[src/lin_status_pkg.sv]
// Shared constants and helpers for the status readout link
// What this block does
// - Full status clears latched fault flags afterwards
// - Full status answers twice on diagnostic ID
// - Master may skip second full status header
// - Master prepares with short or diagnostic frame
// - Short preparation followed by header-only read
// - Short preparing ID bit5 clear, cmd, address
// - Top two ID bits are parity bits
// - First full response carries settings and flags
// - Position query leaves latched flags unchanged
// - Position signed 16-bit, unused LSBs zero
package lin_status_pkg;
  localparam logic [7:0] PID_DIAG_REQ = 8'h3C;
  localparam logic [7:0] PID_DIAG_RESP = 8'h7D;
  localparam logic [7:0] APP_REQUEST_CODE = 8'h80;
  localparam logic [6:0] CMD_POSITION = 7'h00;
  localparam logic [6:0] CMD_FULL_STATUS = 7'h01;
  localparam int FLAG_BIT = 7;
  localparam int ID_LEN_HI = 5;
  localparam logic [1:0] ID_LEN_FOUR = 2'h2;
  localparam logic [3:0] LEN_HEADER = 4'h0;
  localparam logic [3:0] LEN_SHORT = 4'h2;
  localparam logic [3:0] LEN_FOUR = 4'h4;
  localparam logic [3:0] LEN_DIAG = 4'h8;
  localparam logic [7:0] FILL_BYTE = 8'hFF;
  localparam logic [3:0] ONES_NIBBLE = 4'hF;
  localparam logic [15:0] POS_ALL = 16'hFFFF;
  // Latched flag positions
  localparam int FL_THERMAL_WARNING = 0;
  localparam int FL_THERMAL_SHUTDOWN = 1;
  localparam int FL_UNDERVOLTAGE = 2;
  localparam int FL_COIL_DEFECT = 3;
  localparam int FL_MISSED_STEP = 4;
  localparam int FL_CHARGE_PUMP = 5;
  localparam int FL_OVERCURRENT_X = 6;
  localparam int FL_OVERCURRENT_Y = 7;
  localparam int FL_SUPPLY_RESET = 8;
  localparam int FL_STALL = 9;
  localparam int FL_ABS_TRIP = 10;
  localparam int FL_DELTA_LOW = 11;
  localparam int FL_DELTA_HIGH = 12;
  localparam int NUM_FLAGS = 13;
  // Power-on raises supply reset
  localparam logic [12:0] FLAGS_RESET = 13'h0100;
  localparam logic [12:0] FLAGS_ALL = 13'h1FFF;
  // Controller register map
  localparam logic [7:0] REG_CTRL = 8'h00;
  localparam logic [7:0] REG_CFG = 8'h04;
  localparam logic [7:0] REG_STAT = 8'h08;
  localparam logic [7:0] REG_RESP0 = 8'h0C;
  localparam logic [7:0] REG_RESP1 = 8'h10;
  localparam logic [7:0] REG_RESP2 = 8'h14;
  localparam logic [7:0] REG_RESP3 = 8'h18;
  localparam logic [7:0] REG_IRQ_STAT = 8'h1C;
  localparam logic [7:0] REG_IRQ_EN = 8'h20;
  localparam logic [7:0] REG_IRQ_CLR = 8'h24;
  localparam int CTRL_GO = 0;
  localparam int CTRL_SECOND = 3;
  localparam int CFG_POS_ID = 8;
  localparam int CFG_PREP_ID = 16;
  localparam int IRQ_DONE = 0;
  localparam int IRQ_NO_RESP = 1;
  localparam logic [1:0] RESP_OKAY = 2'h0;
  localparam logic [1:0] RESP_SLVERR = 2'h2;

  typedef enum logic [1:0] {
    OP_POS_DIRECT = 2'h0,
    OP_POS_SHORT = 2'h1,
    OP_FULL_SHORT = 2'h2,
    OP_FULL_DIAG = 2'h3
  } op_e;

  // Byte k (1..8) of a frame; byte 1 sits in the top bits
  function automatic logic [7:0] dataByte(input logic [63:0] d,
                                          input logic [3:0] k);
    return d[8 * (8 - k) +: 8];
  endfunction : dataByte
endpackage : lin_status_pkg

[src/lin_frame_if.sv]
// Frame-level link between bus master and positioner node
`timescale 1ns/1ps
interface lin_frame_if;
  logic hdrStb;
  logic [7:0] pid;
  logic [3:0] masterLen;
  logic [63:0] masterData;
  logic respStb;
  logic respValid;
  logic [3:0] respLen;
  logic [63:0] respData;

  modport master (
    output hdrStb,
    output pid,
    output masterLen,
    output masterData,
    input respStb,
    input respValid,
    input respLen,
    input respData
  );
  modport slave (
    input hdrStb,
    input pid,
    input masterLen,
    input masterData,
    output respStb,
    output respValid,
    output respLen,
    output respData
  );
endinterface : lin_frame_if

[src/lin_pid_parity.sv]
// Protected identifier from a six-bit frame identifier
`timescale 1ns/1ps
module lin_pid_parity (
  input wire logic [5:0] id,
  output logic [7:0] pid
);
  always_comb begin
    pid = {~(id[1] ^ id[3] ^ id[4] ^ id[5]),
           id[0] ^ id[1] ^ id[2] ^ id[4], id};
  end
endmodule : lin_pid_parity

[src/lin_status_master.sv]
// Bus master end: AXI4-Lite controlled status request sequencer
//
// Added by the designer: the AXI4-Lite slave port and the address map.
`timescale 1ns/1ps
module lin_status_master (
  input wire logic clk,
  input wire logic rst_n,
  input wire logic [7:0] awaddr,
  input wire logic awvalid,
  output logic awready,
  input wire logic [31:0] wdata,
  input wire logic [3:0] wstrb,
  input wire logic wvalid,
  output logic wready,
  output logic [1:0] bresp,
  output logic bvalid,
  input wire logic bready,
  input wire logic [7:0] araddr,
  input wire logic arvalid,
  output logic arready,
  output logic [31:0] rdata,
  output logic [1:0] rresp,
  output logic rvalid,
  input wire logic rready,
  output logic irq,
  lin_frame_if.master lin
);
  typedef enum logic [2:0] {
    ST_IDLE = 3'h0,
    ST_PREP = 3'h1,
    ST_PWAIT = 3'h3,
    ST_READ = 3'h2,
    ST_RWAIT = 3'h6,
    ST_READ2 = 3'h7,
    ST_R2WAIT = 3'h5
  } state_e;

  state_e state;
  lin_status_pkg::op_e op;
  logic fetchSecond;
  logic [31:0] cfg;
  logic [31:0] resp [4];
  logic [1:0] irqStat;
  logic [1:0] irqEn;
  logic [1:0] irqSet;
  logic [1:0] irqClr;
  logic [7:0] wAddr;
  logic [31:0] wVal;
  logic [3:0] wMask;
  logic awHave;
  logic wHave;
  logic doWrite;
  logic go;
  logic [5:0] idSel;
  logic [7:0] pidSel;
  logic [7:0] cmdField;
  logic [7:0] addrField;

  lin_pid_parity u_parity (
    .id(idSel),
    .pid(pidSel)
  );

  function automatic logic [31:0] merge(input logic [31:0] old,
                                        input logic [31:0] val,
                                        input logic [3:0] strb);
    logic [31:0] r;
    r = old;
    for (int i = 0; i < 4; i++) begin
      if (strb[i]) begin
        r[8 * i +: 8] = val[8 * i +: 8];
      end
    end
    return r;
  endfunction : merge

  always_comb begin
    doWrite = awHave && wHave && !bvalid;
    go = doWrite && wAddr == lin_status_pkg::REG_CTRL
      && wVal[lin_status_pkg::CTRL_GO] && state == ST_IDLE;
    irqClr = (doWrite && wAddr == lin_status_pkg::REG_IRQ_CLR)
      ? wVal[1:0] : 2'h0;
    // Short preparation: bit 5 clear
    idSel = (state == ST_PREP)
      ? {1'b0, cfg[lin_status_pkg::CFG_PREP_ID +: 5]}
      : cfg[lin_status_pkg::CFG_POS_ID +: 6];
    cmdField = {1'b1, (op == lin_status_pkg::OP_POS_SHORT)
      ? lin_status_pkg::CMD_POSITION : lin_status_pkg::CMD_FULL_STATUS};
    addrField = {1'b1, cfg[6:0]};
  end

  // Channels taken in either order
  always_ff @(posedge clk or negedge rst_n) begin
    if (!rst_n) begin
      awready <= 1'b0;
      wready <= 1'b0;
      awHave <= 1'b0;
      wHave <= 1'b0;
      wAddr <= '0;
      wVal <= '0;
      wMask <= '0;
      bvalid <= 1'b0;
      bresp <= lin_status_pkg::RESP_OKAY;
    end else begin
      awready <= awvalid && !awHave && !awready;
      wready <= wvalid && !wHave && !wready;
      if (awvalid && awready) begin
        awHave <= 1'b1;
        wAddr <= awaddr;
      end
      if (wvalid && wready) begin
        wHave <= 1'b1;
        wVal <= wdata;
        wMask <= wstrb;
      end
      if (doWrite) begin
        awHave <= 1'b0;
        wHave <= 1'b0;
        bvalid <= 1'b1;
        if (wAddr == lin_status_pkg::REG_CTRL
            || wAddr == lin_status_pkg::REG_CFG
            || wAddr == lin_status_pkg::REG_IRQ_EN
            || wAddr == lin_status_pkg::REG_IRQ_CLR) begin
          bresp <= lin_status_pkg::RESP_OKAY;
        end else begin
          bresp <= lin_status_pkg::RESP_SLVERR;
        end
      end else if (bvalid && bready) begin
        bvalid <= 1'b0;
      end
    end
  end

  always_ff @(posedge clk or negedge rst_n) begin
    if (!rst_n) begin
      cfg <= '0;
      irqEn <= '0;
    end else if (doWrite && wAddr == lin_status_pkg::REG_CFG) begin
      cfg <= merge(cfg, wVal, wMask);
    end else if (doWrite && wAddr == lin_status_pkg::REG_IRQ_EN) begin
      irqEn <= 2'(merge({30'h0, irqEn}, wVal, wMask));
    end
  end

  always_ff @(posedge clk or negedge rst_n) begin
    if (!rst_n) begin
      arready <= 1'b0;
      rvalid <= 1'b0;
      rdata <= '0;
      rresp <= lin_status_pkg::RESP_OKAY;
    end else begin
      arready <= 1'b0;
      if (arvalid && !arready && !rvalid) begin
        arready <= 1'b1;
        rvalid <= 1'b1;
        rresp <= lin_status_pkg::RESP_OKAY;
        if (araddr == lin_status_pkg::REG_CTRL) begin
          rdata <= {28'h0, fetchSecond, op, 1'b0};
        end else if (araddr == lin_status_pkg::REG_CFG) begin
          rdata <= cfg;
        end else if (araddr == lin_status_pkg::REG_STAT) begin
          rdata <= {31'h0, state != ST_IDLE};
        end else if (araddr == lin_status_pkg::REG_RESP0) begin
          rdata <= resp[0];
        end else if (araddr == lin_status_pkg::REG_RESP1) begin
          rdata <= resp[1];
        end else if (araddr == lin_status_pkg::REG_RESP2) begin
          rdata <= resp[2];
        end else if (araddr == lin_status_pkg::REG_RESP3) begin
          rdata <= resp[3];
        end else if (araddr == lin_status_pkg::REG_IRQ_STAT) begin
          rdata <= {30'h0, irqStat};
        end else if (araddr == lin_status_pkg::REG_IRQ_EN) begin
          rdata <= {30'h0, irqEn};
        end else begin
          rdata <= '0;
          rresp <= lin_status_pkg::RESP_SLVERR;
        end
      end else if (rvalid && rready) begin
        rvalid <= 1'b0;
      end
    end
  end

  // Sequencer; a go while busy is dropped
  always_ff @(posedge clk or negedge rst_n) begin
    if (!rst_n) begin
      state <= ST_IDLE;
      op <= lin_status_pkg::OP_POS_DIRECT;
      fetchSecond <= 1'b0;
      lin.hdrStb <= 1'b0;
      lin.pid <= '0;
      lin.masterLen <= lin_status_pkg::LEN_HEADER;
      lin.masterData <= '0;
      irqSet <= '0;
      for (int i = 0; i < 4; i++) begin
        resp[i] <= '0;
      end
    end else begin
      lin.hdrStb <= 1'b0;
      irqSet <= '0;
      case (state)
        ST_IDLE: begin
          if (go) begin
            op <= lin_status_pkg::op_e'(wVal[2:1]);
            fetchSecond <= wVal[lin_status_pkg::CTRL_SECOND];
            state <= (wVal[2:1] == lin_status_pkg::OP_POS_DIRECT)
              ? ST_READ : ST_PREP;
          end
        end
        ST_PREP: begin
          lin.hdrStb <= 1'b1;
          if (op == lin_status_pkg::OP_FULL_DIAG) begin
            lin.pid <= lin_status_pkg::PID_DIAG_REQ;
            lin.masterLen <= lin_status_pkg::LEN_DIAG;
            lin.masterData <= {lin_status_pkg::APP_REQUEST_CODE,
                               cmdField, addrField, {5{8'hFF}}};
          end else begin
            lin.pid <= pidSel;
            lin.masterLen <= lin_status_pkg::LEN_SHORT;
            lin.masterData <= {cmdField, addrField, 48'h0};
          end
          state <= ST_PWAIT;
        end
        ST_PWAIT: begin
          if (lin.respStb) begin
            state <= ST_READ;
          end
        end
        ST_READ, ST_READ2: begin
          lin.hdrStb <= 1'b1;
          lin.masterLen <= lin_status_pkg::LEN_HEADER;
          lin.masterData <= '0;
          lin.pid <= (op == lin_status_pkg::OP_POS_DIRECT)
            ? pidSel : lin_status_pkg::PID_DIAG_RESP;
          state <= (state == ST_READ) ? ST_RWAIT : ST_R2WAIT;
        end
        ST_RWAIT: begin
          if (lin.respStb) begin
            resp[0] <= lin.respData[63:32];
            resp[1] <= lin.respData[31:0];
            if (!lin.respValid) begin
              irqSet[lin_status_pkg::IRQ_NO_RESP] <= 1'b1;
              state <= ST_IDLE;
            end else if (op[1] && fetchSecond) begin
              state <= ST_READ2;
            end else begin
              irqSet[lin_status_pkg::IRQ_DONE] <= 1'b1;
              state <= ST_IDLE;
            end
          end
        end
        default: begin
          if (lin.respStb) begin
            resp[2] <= lin.respData[63:32];
            resp[3] <= lin.respData[31:0];
            irqSet[lin.respValid ? lin_status_pkg::IRQ_DONE
                                 : lin_status_pkg::IRQ_NO_RESP] <= 1'b1;
            state <= ST_IDLE;
          end
        end
      endcase
    end
  end

  // Set wins over a clear in the same cycle
  always_ff @(posedge clk or negedge rst_n) begin
    if (!rst_n) begin
      irqStat <= '0;
      irq <= 1'b0;
    end else begin
      irqStat <= (irqStat & ~irqClr) | irqSet;
      irq <= |(irqStat & irqEn);
    end
  end
endmodule : lin_status_master

[src/flat_wrapper.sv]
// flat-port wrapper written by rule: the top's interface ports become plain ports
module lin_status_master_flat 
  (clk, rst_n, awaddr, awvalid, awready, wdata, wstrb, wvalid, wready, bresp, bvalid, bready, araddr, arvalid, arready, rdata, rresp, rvalid, rready, irq, lin_hdrStb, lin_pid, lin_masterLen, lin_masterData, lin_respStb, lin_respValid, lin_respLen, lin_respData);
  lin_frame_if lin_i ();
  input wire logic clk;
  input wire logic rst_n;
  input wire logic [7:0] awaddr;
  input wire logic awvalid;
  output logic awready;
  input wire logic [31:0] wdata;
  input wire logic [3:0] wstrb;
  input wire logic wvalid;
  output logic wready;
  output logic [1:0] bresp;
  output logic bvalid;
  input wire logic bready;
  input wire logic [7:0] araddr;
  input wire logic arvalid;
  output logic arready;
  output logic [31:0] rdata;
  output logic [1:0] rresp;
  output logic rvalid;
  input wire logic rready;
  output logic irq;
  output wire logic [$bits(lin_i.hdrStb)-1:0] lin_hdrStb;
  output wire logic [$bits(lin_i.pid)-1:0] lin_pid;
  output wire logic [$bits(lin_i.masterLen)-1:0] lin_masterLen;
  output wire logic [$bits(lin_i.masterData)-1:0] lin_masterData;
  input wire logic [$bits(lin_i.respStb)-1:0] lin_respStb;
  input wire logic [$bits(lin_i.respValid)-1:0] lin_respValid;
  input wire logic [$bits(lin_i.respLen)-1:0] lin_respLen;
  input wire logic [$bits(lin_i.respData)-1:0] lin_respData;
  assign lin_hdrStb = lin_i.hdrStb;
  assign lin_pid = lin_i.pid;
  assign lin_masterLen = lin_i.masterLen;
  assign lin_masterData = lin_i.masterData;
  assign lin_i.respStb = lin_respStb;
  assign lin_i.respValid = lin_respValid;
  assign lin_i.respLen = lin_respLen;
  assign lin_i.respData = lin_respData;
  lin_status_master u_core (.clk(clk), .rst_n(rst_n), .awaddr(awaddr), .awvalid(awvalid), .awready(awready), .wdata(wdata), .wstrb(wstrb), .wvalid(wvalid), .wready(wready), .bresp(bresp), .bvalid(bvalid), .bready(bready), .araddr(araddr), .arvalid(arvalid), .arready(arready), .rdata(rdata), .rresp(rresp), .rvalid(rvalid), .rready(rready), .irq(irq), .lin(lin_i));
endmodule
[config.mk]
export PLATFORM = sky130hd
export DESIGN_NAME = lin_status_master_flat
export DESIGN_NICKNAME = d
export VERILOG_FILES = /design/src/lin_status_pkg.sv /design/src/lin_frame_if.sv /design/src/lin_pid_parity.sv /design/src/lin_status_master.sv /design/src/flat_wrapper.sv
export SDC_FILE = /design/constraint.sdc
export NUM_CORES = 1
export LEC_CHECK = 0
export BUFFER_PORTS_ARGS = -buffer_cell sky130_fd_sc_hd__buf_2
export CAP_MARGIN = 0
export CORE_MARGIN = 5
export CORE_UTILIZATION = 40
export DETAILED_ROUTE_END_ITERATION = 8
export REMOVE_ABC_BUFFERS = 1
export SYNTH_ARGS = -nofsm -noshare
export SYNTH_HDL_FRONTEND = slang
export SYNTH_SLANG_ARGS = --single-unit
[constraint.sdc]
create_clock -name clk -period 2.18 [get_ports clk]
set_input_delay 0.218 -clock clk [delete_from_list [all_inputs] [get_ports clk]]
set_output_delay 0.218 -clock clk [all_outputs]
set_load 0.02 [all_outputs]
# Word-level counts from Yosys, hierarchy flattened
# Cells that the tools add are included.
[classes]
order_cmp = 2
n_eq_ne = 21
n_mux = 57
bitwise = 13
reduce_logical = 56
[ops]
columns = ["cell", "count"]
rows = [
  ["$mux W32", 8],
  ["$pmux W64 S2", 1],
  ["$mux W63", 1],
  ["$eq A8 B5 Y1 const B", 4],
  ["$ge A32 B1 Y1 const B", 1],
  ["$lt A32 B3 Y1 const B", 1],
  ["$mux W2", 16],
  ["$eq A8 B6 Y1 const B", 3],
  ["$logic_and A1 B1 Y1", 20],
  ["$mux W3", 6],
  ["$eq A8 B3 Y1 const B", 2],
  ["$eq A8 B4 Y1 const B", 2],
  ["$logic_not A8 Y1", 2],
  ["$mux W1", 16],
  ["$mux W8", 2],
  ["$pmux W8 S2", 1],
  ["$pmux W3 S5", 1],
  ["$reduce_and A2 Y1", 7],
  ["$reduce_bool A2 Y1", 5],
  ["$pmux W4 S2", 1],
  ["$logic_not A1 Y1", 7],
  ["$eq A3 B2 Y1 const B", 2],
  ["$eq A3 B3 Y1 const B", 2],
  ["$mux W6", 1],
  ["other kinds (24)", 37],
]
[word_totals]
reg_bits = 337
input_bits = 129
output_inout_bits = 119
wordCells = 181

# Depth between registers and ports, before layout
[logic_depth]
word_depth = 10
ltp_mapped = 8
mapped_depth_nobuf = 6

# Cells and area by module
# A second synthesis with hierarchy kept.
[hier_totals]
cells_unflattened = 979
area_unflattened_um2 = 12607.1
[modules_own_cells]
columns = ["mod", "n_inst", "cells_each", "area_per_inst_um2", "seq_area_each_um2"]
rows = [
  ["lin_status_master", 1, 968, 12510.7, 7131.8],
  ["lin_pid_parity", 1, 11, 96.3, 0.0],
]

# Worst setup path before layout
# Ideal clock, no wire load.
[synth_path]
kind = "reg2reg"
startpoint = "reg u_core.wAddr[1]"
endpoint = "reg u_core.cfg[31]"
setup_ps = 125
arrival_ps = 2102
required_ps = 2055
setup_slack_ps = -47
path_stages_with_launch = 6
n_path_buf = 0
synth_period_minus_slack_ps = 2227
path_cell_list = "dfrtp_1 > or4_4 > or4_4 > nor3b_4 > nand2_2 > mux2_4"
[synth_between]
elab_chain_cells = 3
[synth_rtl]
columns = ["element", "line", "source"]
rows = [
  ["from (decl)", "lin_status_master.sv:47", "logic [7:0] wAddr;"],
  ["from (signal assigned)", "lin_status_master.sv:109", "wAddr <= awaddr;"],
  ["$eq A8 B3 Y1", "lin_status_master.sv:138", "end else if (doWrite && wAddr == lin_status_pkg::REG_CFG) begin"],
  ["$logic_and A1 B1 Y1", "lin_status_master.sv:138", ""],
  ["$reduce_and A2 Y1 (no source line)", "-", ""],
  ["to (signal assigned)", "lin_status_master.sv:139", "cfg <= merge(cfg, wVal, wMask);"],
  ["to (decl)", "lin_status_master.sv:41", "logic [31:0] cfg;"],
]
# Every way passes these cells.
# A chain may end at the register's enable or synchronous reset.

# Final worst setup path
# Ends and elaborated chain as after synthesis.

==> impl_metrics.env <==
export IMPL_status="finished with violations"
export IMPL_grt_start_max_net_pins=68
export IMPL_die_area_mm2=0.03443
export IMPL_syn_avg_cell_area_um2=12.96
export IMPL_end_kind="flip-flop"
export IMPL_drc_errors=0
export IMPL_cpLargestDelayFamily="simple AND/OR/NAND/NOR gates"
export IMPL_grt_pass1_wl_mm=53.93
export IMPL_cts_buffers=31
export IMPL_grtUsageMet2_pct=33.42
export IMPL_fin_util_pct=52.85
export IMPL_routed_via_density=5.246
export IMPL_cp_slowest_stage_delay_ns=0.54
export IMPL_syn_cell_area_mm2=0.01233
export IMPL_tns_ns=-4.254
export IMPL_max_cap_violations=0
export IMPL_p_clk_share_pct=28.8
export IMPL_r2r_slack_ns=-0.15
export IMPL_synth_seq_cells=285
export IMPL_post_cts_setup_buffer_count=0
export IMPL_ios=248
export IMPL_clk_latency_ns=0.56
export IMPL_violations="setup timing"
export IMPL_grt_use_total_pct=19.82
export IMPL_rsz0062_at_grt="true"
export IMPL_ant_nets=0
export IMPL_p_leak_uw=0.007544
export IMPL_synth_top_area_share_pct=57.86
export IMPL_grt_use_met1_pct=26.77
export IMPL_cts_tree="built"
export IMPL_wl_mm=34.31
export IMPL_pwr_share_seq_pct=47.8
export IMPL_internal_power_uw=12410
export IMPL_grt_pass1_vias=9359
export IMPL_place_ws_ns=-0.2519
export IMPL_relSlewSlack_pct=63.84
export IMPL_power_density_mw_per_mm2=1084
export IMPL_synth_ff_type="dfrtp_1"
export IMPL_rows=64
export IMPL_yosysTopAreaCell="dfrtp_1"
export IMPL_wl_per_cell_um=20.26
export IMPL_yosys_top_cells_count="dfrtp_1 (285), mux2_2 (209), a22oi_1 (58)"
export IMPL_finalHoldViolations=0
export IMPL_syn_to_final_growth_pct=30.83
export IMPL_crit_path_top_delay_cell="or4_4"
export IMPL_crit_arrival_ns=2.77
export IMPL_final_max_slew_viol_count=0
export IMPL_h_tree_depth=1
export IMPL_synth_area_top_cells="dfrtp_1 (58%), mux2_2 (19%), a22oi_1 (3.5%), buf_4 (3.2%), a221oi_1 (1.9%)"
export IMPL_fin_ws_ns=-0.1500
export IMPL_combinationalPowerShare_pct=23.4
export IMPL_async_flop_share_pct=100.0
export IMPL_hold_ws_ns=0.06865
export IMPL_hp_class="primary input to flip-flop"
export IMPL_finalCritPeriodShare_pct=106.9
export IMPL_swShare_pct=29.01
export IMPL_nNetsFinal=1402
export IMPL_firstDrtPassIters=5
export IMPL_startpoint_type="flip-flop"
export IMPL_post_synth_top_count_cell="dfrtp_1"
export IMPL_dieHeight_um=185.5
export IMPL_cts_buffer_depth=3
export IMPL_cp_common_cell="or4_4"
export IMPL_synth_warning_count=0
export IMPL_clock_fmax_mhz=429.2
export IMPL_die_w_um=185.5
export IMPL_crit_type="flip-flop to flip-flop"
export IMPL_cp_max_fo=8
export IMPL_ir_drop_uv=694.7
export IMPL_drt_iter0_drc=415
export IMPL_finalClockSkew_ns=0.007709
export IMPL_port_buffers=233
export IMPL_ys_seq_area_share_pct=57.86
export IMPL_use_met3_pct=3.400
export IMPL_p_switching_uw=5072
export IMPL_clk_pin_slew_worst_paths_ns=0.06
export IMPL_synth_cell_type_count=54
export IMPL_cts_sinks=285
export IMPL_core_mm2=0.03051
export IMPL_dp_hpwl_mm=22.94
export IMPL_setup_violations=36
export IMPL_overflow=0
export IMPL_cp_required_ns=2.62
export IMPL_start_util_pct=40.40
export IMPL_cts_root_buf="clkbuf_16"
export IMPL_cp_num_buf_inv=1
export IMPL_worst_pin_slew_ns=0.5424
export IMPL_antenna_found_initial=3
export IMPL_synth_edf_count=0
export IMPL_vias=8887
export IMPL_fillers=2632
export IMPL_final_layout_size_suffix_gt1_share_pct=42.08
export IMPL_gp_congestion=0.8362
export IMPL_synth_cells=951
export IMPL_busiest_layer="met2"
export IMPL_p_total_uw=17480
export IMPL_path_cells="or4_4 > or4_4 > nor3b_4 > buf_12 > nand2_8 > mux2_4"
export IMPL_period_minus_slack_ns=2.330
[worst register-to-register path, delay by kind of cell (launching register included)]
family        cells  cell delay [ns]
buf+inv           1             0.18
flops             1             0.37
mux               1             0.31
simple gates      4             1.34
[final timing paths]
| kind | from | endpoint | depth (start not counted) |
|---|---|---|---|
| worst max-delay path | u_core.wAddr[1] | u_core.cfg[31] | 6 |
| worst min-delay path | araddr[1] | u_core.rresp[1] | 3 |
| worst max register to register | u_core.wAddr[1] | u_core.cfg[31] | 6 |
| worst min register to register | u_core.irqSet[1] | u_core.irqStat[1] | 1 |
| max in group asynchronous | rst_n | u_core.resp[118] | 3 |
| min in group asynchronous | rst_n | u_core.resp[33] | 2 |
[power groups by stage]
stage	sequential, uW	clock [uW]	combinational, uW
floorplan	8180	0	2670
global placement	8330	0	3840
detailed placement	8390	0	3960
CTS	8320	5180	4140
global route	8570	5420	4540
finish	8350	5040	4090
[state kept, by name (all words and copies together) (netlist names), 3 cells and up]
register and flops:
u_core.lin.masterData 17, u_core.wVal 32, u_core.resp 128, u_core.state 3
u_core.wMask 4, u_core.lin.pid 8, u_core.rdata 32, u_core.cfg 32
u_core.wAddr 8
[cell usage in the layout (no fill, tap or decap), types with 3 or more instances in the layout]
cell type,netlist,final
dfrtp_1,285,285
buf_2,0,232
mux2_2,209,209
dlygate4sd3_1,0,116
a22oi_1,58,58
nor2_1,45,45
o21ai_0,41,39
nand2_1,37,34
clkbuf_16,0,31
a221oi_1,27,27
a22o_1,17,17
buf_4,52,17
buf_12,0,15
a21oi_1,14,13
inv_1,10,10
conb_1,1,10
xnor2_1,8,8
clkbuf_1,48,8
clkbuf_8,0,7
nand2b_1,6,6
a21o_1,5,5
nand3_1,6,5
clkinv_2,0,5
o21ai_1,3,4
nor2b_1,6,4
a31oi_1,4,4
mux2i_1,4,4
o32ai_1,4,4
nor3_1,4,4
diode_2,0,3
nor4_1,3,3
and3_1,3,3
nor3b_1,3,3
nand2_2,4,3
xor2_1,3,3
or3b_2,3,3
o22ai_1,3,3
[logic make-up after synthesis]
group	after synthesis	share of synthesized area, %
XOR/XNOR	11	0.7817
flip-flops	285	57.86
other	1	0.03042
buffers and inverters	113	5.025
AND/OR/NAND/NOR	139	5.979
AO/OA/AOI/OAI	188	10.78
multiplexers	214	19.54
[stage by stage]
step	cell area [um2]	instances
floorplan	11790	859
global placement	13930	1520
detailed placement	13930	1520
CTS	16110	1691
global route	16130	1694
finish	16130	1694
[cell type report]
cell class,count,area [um2],share of cell area [%]
clock buffers,46,902.1,5.594
repair buffers,381,2765,17.15
multi-input cells,562,4700,29.14
clock inverters,9,78.83,0.4888
flip-flops and latches,285,7132,44.23
well taps,396,495.5,3.073
diodes,3,7.507,0.04655
inverters,12,45.04,0.2793
[layer usage]
metal	routed length, um	share of wire [%]	vias up
met5	0	0	-
met4	892	2.6	0
met3	2125	6.2	55
met2	16450	48	274
met1	14850	43	4480
li1	-	-	4078
[repair_timing]
action | in CTS | in global routing
cloned | 0 | 0
pin swaps | 1 | 1
hold buffers | 116 | 0
endpoints found under the hold margin | 241 | 0
gates resized for setup | 7 | 2
setup endpoints to repair | 36 | 37
(Power assumes the default switching activity.)
